**src/tmc_regs.svh**
```systemverilog
// constants for the touch measure control block
`ifndef TMC_REGS_SVH
`define TMC_REGS_SVH
`define TMC_BIT_START    7
`define TMC_BIT_ADDR_HI  6
`define TMC_BIT_ADDR_LO  4
`define TMC_BIT_RES      3
`define TMC_BIT_REFMODE  2
`define TMC_BIT_REFPWR   1
`define TMC_BIT_ADCPWR   0
`define TMC_CH_TEMP_BASE_BIAS_POINT     3'h0
`define TMC_CH_YPOS      3'h1
`define TMC_CH_BAT       3'h2
`define TMC_CH_Z1        3'h3
`define TMC_CH_Z2        3'h4
`define TMC_CH_XPOS      3'h5
`define TMC_CH_AUX       3'h6
`define TMC_CH_TEMP_SCALED_BIAS_POINT     3'h7
`define TMC_ACQ_FIRST    5'h05
`define TMC_ACQ_LAST     5'h08
`define TMC_RES12_BITS   5'h0c
`define TMC_RES8_BITS    5'h08
`endif

```
**src/tmc_pkg.sv**
```systemverilog
// types for the touch measure control block
package tmc_pkg;
    typedef enum logic [1:0] {
        TMC_IDLE = 2'b00,
        TMC_CMD  = 2'b01,
        TMC_CONV = 2'b10
    } tmc_state_t;
    // analog input selection
    typedef enum logic [2:0] {
        TMC_IN_NONE  = 3'b000,
        TMC_IN_XP    = 3'b001,
        TMC_IN_YP    = 3'b010,
        TMC_IN_YN    = 3'b011,
        TMC_IN_BAT   = 3'b100,
        TMC_IN_AUX   = 3'b101,
        TMC_IN_TEMP  = 3'b110
    } tmc_in_t;
    // reference source selection
    typedef enum logic [1:0] {
        TMC_REF_PIN  = 2'b00,
        TMC_REF_YP   = 2'b01,
        TMC_REF_XP   = 2'b10
    } tmc_refp_t;
    typedef enum logic [1:0] {
        TMC_REFN_GND = 2'b00,
        TMC_REFN_YN  = 2'b01,
        TMC_REFN_XN  = 2'b10
    } tmc_refn_t;
endpackage

```
**src/tmc_touch_measure_control.sv**
```systemverilog
// measurement control: control byte decode, plate drivers, references, pen interrupt
// Operation
// - reference-mode bit 1 gives single-ended, 0 gives differential conversion
// - single-ended Y: X+ to input, Y drivers on, reference pin and ground
// - single-ended: plate bias removed once acquisition ends
// - differential Y: positive reference Y+, negative reference Y-
// - differential: plate drivers on through acquisition and whole conversion
// - enabled pen interrupt output goes low while the screen is touched
// - pen interrupt valid again after last result bit or chip select high
// - address zero converts diode at base bias current
// - address all ones converts diode at scaled bias current
// - battery divider enabled only while battery channel is sampled
// - reference power bit 1 enables internal reference
// - internal reference used for single-ended, battery, temperature, auxiliary
// - temperature conversions always use internal reference
// - pen interrupt enabled only when both power bits are 0
// - control byte: start 7, address 6..4, resolution 3, mode 2, power 1..0
`timescale 1ns/10ps
`include "tmc_regs.svh"

module tmc_touch_measure_control
    import tmc_pkg::*;
(
    input  wire logic       clock_i,
    input  wire logic       rst_i,
    input  wire logic       serial_clk_i,
    input  wire logic       chip_sel_n_i,
    input  wire logic       serial_din_i,
    input  wire logic       touch_detect_i,
    output logic            pen_touch_irq_n_o,
    output logic            pen_irq_valid_o,
    output logic            xp_drive_o,
    output logic            xn_drive_o,
    output logic            yp_drive_o,
    output logic            yn_drive_o,
    output logic [2:0]      adc_input_sel_o,
    output logic [1:0]      ref_pos_sel_o,
    output logic [1:0]      ref_neg_sel_o,
    output logic            int_ref_enable_o,
    output logic            battery_div_en_o,
    output logic            temp_base_bias_point_o,
    output logic            temp_scaled_bias_point_o,
    output logic            res_8bit_o,
    output logic            busy_o
);

    // control byte address field decoded once, called only by the field latch
    function automatic logic [2:0] chan_of(input logic [7:0] b);
        chan_of = b[`TMC_BIT_ADDR_HI:`TMC_BIT_ADDR_LO];
    endfunction

    // two-flop synchronisers; first stage read only by second
    logic [1:0] sclk_s_q, cs_s_q, din_s_q, touch_s_q;
    always_ff @(posedge clock_i or posedge rst_i)
    begin
        if (rst_i)
        begin
            sclk_s_q  <= 2'h0;
            cs_s_q    <= 2'h3;
            din_s_q   <= 2'h0;
            touch_s_q <= 2'h0;
        end
        else
        begin
            sclk_s_q  <= {sclk_s_q[0], serial_clk_i};
            cs_s_q    <= {cs_s_q[0], chip_sel_n_i};
            din_s_q   <= {din_s_q[0], serial_din_i};
            touch_s_q <= {touch_s_q[0], touch_detect_i};
        end
    end

    // edge detection on the synchronised serial clock
    logic sclk_prev_q;
    always_ff @(posedge clock_i or posedge rst_i)
    begin
        if (rst_i)
            sclk_prev_q <= 1'b0;
        else
            sclk_prev_q <= sclk_s_q[1];
    end
    logic rise, fall, cs_low;
    assign rise   = sclk_s_q[1] & ~sclk_prev_q;
    assign fall   = ~sclk_s_q[1] & sclk_prev_q;
    assign cs_low = ~cs_s_q[1];

    // frame sequencing: hunt for start bit, shift byte, count conversion falls
    tmc_state_t state_q;
    logic [7:0] shift_q;
    logic [2:0] bit_cnt_q;
    logic [4:0] fall_cnt_q;
    logic [4:0] conv_len_q;
    logic       byte_done_q;
    logic       last_bit_q;
    always_ff @(posedge clock_i or posedge rst_i)
    begin
        if (rst_i)
        begin
            state_q     <= TMC_IDLE;
            shift_q     <= 8'h00;
            bit_cnt_q   <= 3'h0;
            fall_cnt_q  <= 5'h00;
            conv_len_q  <= `TMC_RES12_BITS;
            byte_done_q <= 1'b0;
            last_bit_q  <= 1'b0;
        end
        else
        begin
            byte_done_q <= 1'b0;
            last_bit_q  <= 1'b0;
            if (!cs_low)
            begin
                // chip select high aborts everything; selections stay put
                state_q    <= TMC_IDLE;
                bit_cnt_q  <= 3'h0;
                fall_cnt_q <= 5'h00;
            end
            else
            begin
                case (state_q)
                    TMC_IDLE:
                    begin
                        // zeros before the start bit have no effect
                        if (rise && din_s_q[1])
                        begin
                            shift_q   <= 8'h01;
                            bit_cnt_q <= 3'h1;
                            state_q   <= TMC_CMD;
                        end
                    end
                    TMC_CMD:
                    begin
                        if (rise)
                        begin
                            shift_q   <= {shift_q[6:0], din_s_q[1]};
                            bit_cnt_q <= bit_cnt_q + 3'h1;
                            if (bit_cnt_q == 3'h7)
                            begin
                                byte_done_q <= 1'b1;
                                fall_cnt_q  <= 5'h00;
                                conv_len_q  <= shift_q[`TMC_BIT_RES - 1] ? `TMC_RES8_BITS : `TMC_RES12_BITS;
                                state_q     <= TMC_CONV;
                            end
                        end
                    end
                    TMC_CONV:
                    begin
                        // fall 1 is busy, then one result bit per fall
                        if (fall)
                        begin
                            fall_cnt_q <= fall_cnt_q + 5'h01;
                            if (fall_cnt_q == conv_len_q)
                            begin
                                last_bit_q <= 1'b1;
                                state_q    <= TMC_IDLE;
                                bit_cnt_q  <= 3'h0;
                            end
                        end
                    end
                    default: state_q <= TMC_IDLE;
                endcase
            end
        end
    end

    // acquisition spans control falls 5..8; here held from fall 4 up to fall 8 of the byte
    logic [4:0] cmd_fall_q;
    always_ff @(posedge clock_i or posedge rst_i)
    begin
        if (rst_i)
            cmd_fall_q <= 5'h00;
        else if (!cs_low || state_q == TMC_IDLE)
            cmd_fall_q <= 5'h00;
        else if (fall && cmd_fall_q != 5'h1f)
            cmd_fall_q <= cmd_fall_q + 5'h01;
    end
    logic acquiring;
    assign acquiring = (state_q != TMC_IDLE) && cmd_fall_q >= `TMC_ACQ_FIRST - 5'h01
                       && cmd_fall_q < `TMC_ACQ_LAST;

    // latched control byte fields from last accepted byte
    logic [2:0] chan_q;
    logic       single_q, ref_pwr_q, adc_pwr_q, res8_q;
    always_ff @(posedge clock_i or posedge rst_i)
    begin
        if (rst_i)
        begin
            chan_q    <= 3'h0;
            single_q  <= 1'b0;
            ref_pwr_q <= 1'b0;
            adc_pwr_q <= 1'b0;
            res8_q    <= 1'b0;
        end
        else if (byte_done_q)
        begin
            chan_q    <= chan_of(shift_q);
            single_q  <= shift_q[`TMC_BIT_REFMODE];
            ref_pwr_q <= shift_q[`TMC_BIT_REFPWR];
            adc_pwr_q <= shift_q[`TMC_BIT_ADCPWR];
            res8_q    <= shift_q[`TMC_BIT_RES];
        end
    end

    // plate drivers; single-ended drops bias after acquisition, differential holds it
    logic active, drv_on;
    assign active = (state_q == TMC_CONV) || acquiring;
    assign drv_on = single_q ? acquiring : active;
    logic [3:0] drv_d;
    always_comb
    begin
        drv_d = 4'h0;
        case (chan_q)
            `TMC_CH_YPOS: drv_d = 4'b0011;
            `TMC_CH_Z1:   drv_d = 4'b0110; // pressure: X- and Y+ drivers
            `TMC_CH_Z2:   drv_d = 4'b0110;
            `TMC_CH_XPOS: drv_d = 4'b1100;
            default:      drv_d = 4'h0;
        endcase
    end

    // analog input and reference routing, held between bytes
    tmc_in_t   in_d;
    tmc_refp_t rp_d;
    tmc_refn_t rn_d;
    always_comb
    begin
        in_d = TMC_IN_NONE;
        rp_d = TMC_REF_PIN;
        rn_d = TMC_REFN_GND;
        case (chan_q)
            `TMC_CH_TEMP_BASE_BIAS_POINT, `TMC_CH_TEMP_SCALED_BIAS_POINT: in_d = TMC_IN_TEMP;
            `TMC_CH_YPOS: in_d = TMC_IN_XP;
            `TMC_CH_BAT:  in_d = TMC_IN_BAT;
            `TMC_CH_Z1:   in_d = TMC_IN_XP;
            `TMC_CH_Z2:   in_d = TMC_IN_YN;
            `TMC_CH_XPOS: in_d = TMC_IN_YP;
            `TMC_CH_AUX:  in_d = TMC_IN_AUX;
            default:      in_d = TMC_IN_NONE;
        endcase
        if (!single_q)
        begin
            case (chan_q)
                `TMC_CH_YPOS:
                begin
                    rp_d = TMC_REF_YP;
                    rn_d = TMC_REFN_YN;
                end
                `TMC_CH_Z1, `TMC_CH_Z2:
                begin
                    rp_d = TMC_REF_YP;
                    rn_d = TMC_REFN_XN;
                end
                `TMC_CH_XPOS:
                begin
                    rp_d = TMC_REF_XP;
                    rn_d = TMC_REFN_XN;
                end
                default:
                begin
                    rp_d = TMC_REF_PIN;
                    rn_d = TMC_REFN_GND;
                end
            endcase
        end
    end

    // pen interrupt: enabled only in power mode 00; valid flag low during a frame
    logic pen_en, is_temp, frame_q;
    assign pen_en  = ~ref_pwr_q & ~adc_pwr_q;
    assign is_temp = (chan_q == `TMC_CH_TEMP_BASE_BIAS_POINT) || (chan_q == `TMC_CH_TEMP_SCALED_BIAS_POINT);
    always_ff @(posedge clock_i or posedge rst_i)
    begin
        if (rst_i)
            frame_q <= 1'b0;
        else if (!cs_low || last_bit_q)
            frame_q <= 1'b0;
        else if (state_q != TMC_IDLE)
            frame_q <= 1'b1;
    end

    // all outputs registered
    always_ff @(posedge clock_i or posedge rst_i)
    begin
        if (rst_i)
        begin
            pen_touch_irq_n_o        <= 1'b1;
            pen_irq_valid_o          <= 1'b1;
            {xp_drive_o, xn_drive_o, yp_drive_o, yn_drive_o} <= 4'h0;
            adc_input_sel_o          <= 3'h0;
            ref_pos_sel_o            <= 2'h0;
            ref_neg_sel_o            <= 2'h0;
            int_ref_enable_o         <= 1'b0;
            battery_div_en_o         <= 1'b0;
            temp_base_bias_point_o   <= 1'b0;
            temp_scaled_bias_point_o <= 1'b0;
            res_8bit_o               <= 1'b0;
            busy_o                   <= 1'b0;
        end
        else
        begin
            pen_touch_irq_n_o <= ~(pen_en & touch_s_q[1]);
            pen_irq_valid_o   <= ~frame_q;
            {xp_drive_o, xn_drive_o, yp_drive_o, yn_drive_o} <= drv_on ? drv_d : 4'h0;
            adc_input_sel_o   <= in_d;
            ref_pos_sel_o     <= rp_d;
            ref_neg_sel_o     <= rn_d;
            int_ref_enable_o  <= ref_pwr_q | (is_temp & active);
            battery_div_en_o  <= (chan_q == `TMC_CH_BAT) && acquiring;
            temp_base_bias_point_o   <= (chan_q == `TMC_CH_TEMP_BASE_BIAS_POINT) && active;
            temp_scaled_bias_point_o <= (chan_q == `TMC_CH_TEMP_SCALED_BIAS_POINT) && active;
            res_8bit_o        <= res8_q;
            busy_o            <= (state_q == TMC_CONV) && (fall_cnt_q == 5'h00);
        end
    end

    // checks
    a_bat_div_gate: assert property (@(posedge clock_i) disable iff (rst_i)
        battery_div_en_o |-> $past(chan_q) == `TMC_CH_BAT)
        else $error("battery divider on outside battery channel");
    a_pen_mask_power: assert property (@(posedge clock_i) disable iff (rst_i)
        $past(ref_pwr_q | adc_pwr_q) |-> pen_touch_irq_n_o)
        else $error("pen interrupt active while disabled");
    a_pen_touch_low: assert property (@(posedge clock_i) disable iff (rst_i)
        ($past(pen_en) && $past(touch_s_q[1])) |-> !pen_touch_irq_n_o)
        else $error("pen interrupt not low on touch");
    a_pen_valid_cs: assert property (@(posedge clock_i) disable iff (rst_i)
        !cs_low |-> ##2 pen_irq_valid_o)
        else $error("pen interrupt not valid after chip select high");
    a_hold_fields: assert property (@(posedge clock_i) disable iff (rst_i)
        !$past(byte_done_q) |-> $stable(chan_q) && $stable(single_q))
        else $error("selection changed without new byte");
    a_diff_ref_y: assert property (@(posedge clock_i) disable iff (rst_i)
        ($past(!single_q) && $past(chan_q) == `TMC_CH_YPOS) |-> ref_pos_sel_o == TMC_REF_YP
        && ref_neg_sel_o == TMC_REFN_YN)
        else $error("differential Y reference wrong");
    a_se_drv_off: assert property (@(posedge clock_i) disable iff (rst_i)
        ($past(single_q) && !$past(acquiring)) |-> !(yp_drive_o | yn_drive_o | xp_drive_o | xn_drive_o))
        else $error("single-ended bias during decisions");
    a_diff_drv_on: assert property (@(posedge clock_i) disable iff (rst_i)
        ($past(!single_q) && $past(state_q) == TMC_CONV && $past(chan_q) == `TMC_CH_YPOS)
        |-> yp_drive_o && yn_drive_o)
        else $error("differential drivers dropped during conversion");
    a_ref_enable: assert property (@(posedge clock_i) disable iff (rst_i)
        $past(ref_pwr_q) |-> int_ref_enable_o)
        else $error("internal reference not enabled");

endmodule

```
**config.mk**
```make
export PLATFORM = sky130hd
export DESIGN_NAME = tmc_touch_measure_control
export DESIGN_NICKNAME = d
export VERILOG_FILES = /design/src/tmc_pkg.sv /design/src/tmc_touch_measure_control.sv
export VERILOG_INCLUDE_DIRS = /design/src /design/src/src
export SDC_FILE = /design/constraint.sdc
export NUM_CORES = 1
export LEC_CHECK = 0
export BUFFER_PORTS_ARGS = -buffer_cell sky130_fd_sc_hd__clkbuf_2
export CAP_MARGIN = 20
export CORE_MARGIN = 1
export CORE_UTILIZATION = 35
export DETAILED_ROUTE_END_ITERATION = 16
export HOLD_SLACK_MARGIN = 0.08
export PLACE_DENSITY_LB_ADDON = 0.3
export SLEW_MARGIN = 25
export SYNTH_ARGS = -nofsm -noshare
export SYNTH_HDL_FRONTEND = slang
export SYNTH_SLANG_ARGS = --single-unit
```
**constraint.sdc**
```tcl
create_clock -name clock_i -period 2.1 [get_ports clock_i]
set_input_delay 0.315 -clock clock_i [delete_from_list [all_inputs] [get_ports clock_i]]
set_output_delay 0.315 -clock clock_i [all_outputs]
set_load 0.1 [all_outputs]
```
==> flow_metrics.py <==
metrics = {
    "final_layout": {
        "final_area_mm2": 0.00324,
        "diodes": 0,
        "fillers": 718,
        "nets": 296,
        "layout_commonest_cell": "dfrtp_1",
        "drive_gt1_frac": 0.242,
        "syn_to_final_growth_pct": 21.9,
        "most-common-layout-cells": "56 x dfrtp_1, 24 x clkbuf_2, 19 x nor2_1",
    },
    "critical_path": {
        "crit_fanout": 7,
        "required_ps": 2330,
        "cp_data_arrival_time_ps": 2130,
        "cp-start-kind": "flop",
        "end_kind": "flop",
        "crit_type": "reg2reg",
        "reg2reg_depth": 6,
    },
    "clock_tree": {
        "clockBufferDepth": 2,
        "cts_root_buffer": "clkbuf_8",
        "clk_pin_slew_worst_paths_ps": 70,
        "tritoncts": "done",
        "cts_buffers": 9,
        "clock_latency_ps": 340,
        "clock_sinks": 61,
        "cts_setup_buffers": 0,
        "h-tree-depth": 3,
    },
    "worst_hold_path": {
        "whs_path_depth": 0,
        "hold_path_class": "reg2reg",
    },
    "route": {
        "antenna_left": 0,
        "avgRoutedWirePerCell_um": 12.2,
        "vias": 1855,
        "wirelength_mm": 4.67,
        "viasPerCell": 4.83,
        "dr.pass1.iters": 4,
        "drt_iter0_drc": 89,
        "drc": 0,
    },
    "yosys": {
        "ys_async_sr_fraction": 1.00,
        "synth_edf_count": 0,
        "synth_nets": 258,
        "ys_seq_area_frac": 0.576,
        "synth_warnings": 0,
        "netlist_area_mm2": 0.00266,
        "synthCells": 242,
        "synth_cell_types": 44,
        "ys.flop_type": "dfrtp_1",
        "postSynthAreaPerCell_um2": 11.0,
        "ys_ff_latch": 61,
    },
    "timing": {
        "rsz0062_at_grt": "no",
        "hold_viol": 0,
        "finalSetupViolCount": 0,
        "layout_setup_ws_ps": 203,
        "final.period_utilization": 0.903,
        "skew_ps": 4.65,
        "setup_tns_ps": 0,
        "fin_crit_ps": 1900,
        "worst_slew_pin_slew_ps": 539,
        "slew_viol_final": 0,
        "fmax_mhz": 527,
        "relSlewSlack": 0.642,
    },
    "place": {
        "io_buffers": 24,
        "hpwl_mm": 3.23,
        "gp_congestion": 0.820,
        "pre_cts_ws_ps": 189,
        "dpl-instance-area_mm2": 0.00294,
    },
    "power_and_ir_drop": {
        "pwr_density_cell_mw_per_mm2": 945,
        "vdd_drop_max_v": 0.000646,
        "cellLeakagePower_uw": 0.00151,
    },
    "grt": {
        "grt_max_degree": 62,
        "grt_antenna_before_repair": 0,
        "overflow": 0,
        "grt_first_pass_wirelength_mm": 8.27,
        "grt_usage": 0.139,
        "grt_pass1_vias": 1736,
    },
    "floorplan": {
        "rows": 31,
        "die_h_um": 89.2,
        "initial_core_util": 0.365,
        "core_region_area_mm2": 0.00729,
        "io_pins": 25,
        "die_x_um": 89.2,
        "die-area_mm2": 0.00796,
    },
    "flow_run": {
        "drv_cap": 0,
    },
    "status": {
        "outcome": "complete, no violations",
    },
}
-- synth_stat cells, types with 4 or more instances --
cell / number / area [um^2]
clkbuf_1: 5 / 18.8
dfrtp_1: 56 / 1400
nor3_1: 10 / 50.1
nor2_1: 19 / 71.3
ha_1: 10 / 125
nand2b_1: 5 / 31.3
nand3_1: 14 / 70.1
mux2_2: 6 / 67.6
a21oi_1: 9 / 45.0
inv_1: 19 / 71.3
o211ai_1: 5 / 37.5
dfstp_2: 5 / 131
a21o_1: 4 / 30.0
nand2_1: 9 / 33.8
o21ai_1: 13 / 65.1
-- layer usage --
metal  routed length (um)  up-vias  track usage
li1                     -      925            -
met1                 2220      875        0.180
met2                 2140       44        0.214
met3                  209       11       0.0443
met4                  105        0       0.0649
met5                    0        -            0
-- sequential cells by signal (all words and copies together), names as in the netlist, 2 cells and up --
signal	flops
shift_q	7
cmd_fall_q	5
fall_cnt_q	5
adc_input_sel_o	3
bit_cnt_q	3
chan_q	3
cs_s_q	2
din_s_q	2
ref_neg_sel_o	2
ref_pos_sel_o	2
sclk_s_q	2
state_q	2
touch_s_q	2
-- final timing paths --
path	endpoint	start	slack, ps
setup reg to reg	fall_cnt_q[3]$_DFFE_PP0P_	state_q[0]$_DFFE_PP0P_	200
hold reg to reg	sclk_s_q[1]$_DFF_PP0_	sclk_s_q[0]$_DFF_PP0_	350
max in group asynchronous	pen_touch_irq_n_o$_DFF_PP1_	rst_i	1230
setup / recovery	fall_cnt_q[3]$_DFFE_PP0P_	state_q[0]$_DFFE_PP0P_	200
min in group asynchronous	battery_div_en_o$_DFF_PP0_	rst_i	570
hold / removal	sclk_s_q[1]$_DFF_PP0_	sclk_s_q[0]$_DFF_PP0_	350
-- through the flow --
| stage | util | std cells | total power, uW | hold slack [ps] |
|---|---|---|---|---|
| 2_1_floorplan | - | 242 | 1670 | 319 |
| 3_3_place_gp | 0.403 | 363 | 1810 | 333 |
| 3_5_place_dp | 0.403 | 363 | 1820 | 340 |
| 4_1_cts | 0.444 | 384 | 3100 | 355 |
| 5_1_grt | 0.445 | 384 | 3220 | 361 |
| 6_report | 0.445 | 384 | 3060 | 353 |
-- layout make-up --
cell class / instances / area [um^2] / area share
clock buffer: 9 / 124 / 0.0382
clock inverter: 7 / 123 / 0.0378
inverter: 20 / 75.1 / 0.0231
sequential: 61 / 1530 / 0.473
timing repair buffer: 38 / 250 / 0.0772
tap: 99 / 124 / 0.0382
multi-input combinational: 150 / 1010 / 0.313
-- logic make-up after synthesis --
| group | Yosys count | share of synthesized area |
|---|---|---|
| and+or+nand+nor | 79 | 0.161 |
| adders and majority gates | 10 | 0.0470 |
| AOI/OAI and AO/OA | 46 | 0.114 |
| xor gates and xnor gates | 5 | 0.0165 |
| muxes | 10 | 0.0409 |
| DFF | 61 | 0.576 |
| buffers and inverters | 31 | 0.0451 |
-- where the power goes --
part           switching (uW)  internal, uW
sequential               51.3          1250
clock                     467           795
combinational             322           180
total                     841          2220
-- what timing repair did --
item                                    CTS  global route
endpoints found under the hold margin    60             0
gates resized for setup                   0             1
endpoints found under the setup margin    0             1
hold buffers                              5             0
-- worst max-delay path, cell delays in order, from the launching register on --
cell      delay, ps
dfrtp_1         380
inv_1            90
ha_1            310
nor4bb_2        240
a311oi_2        450
o21ai_1         140
a22o_1          190
Note: power is estimated with default switching activity, not from simulation.
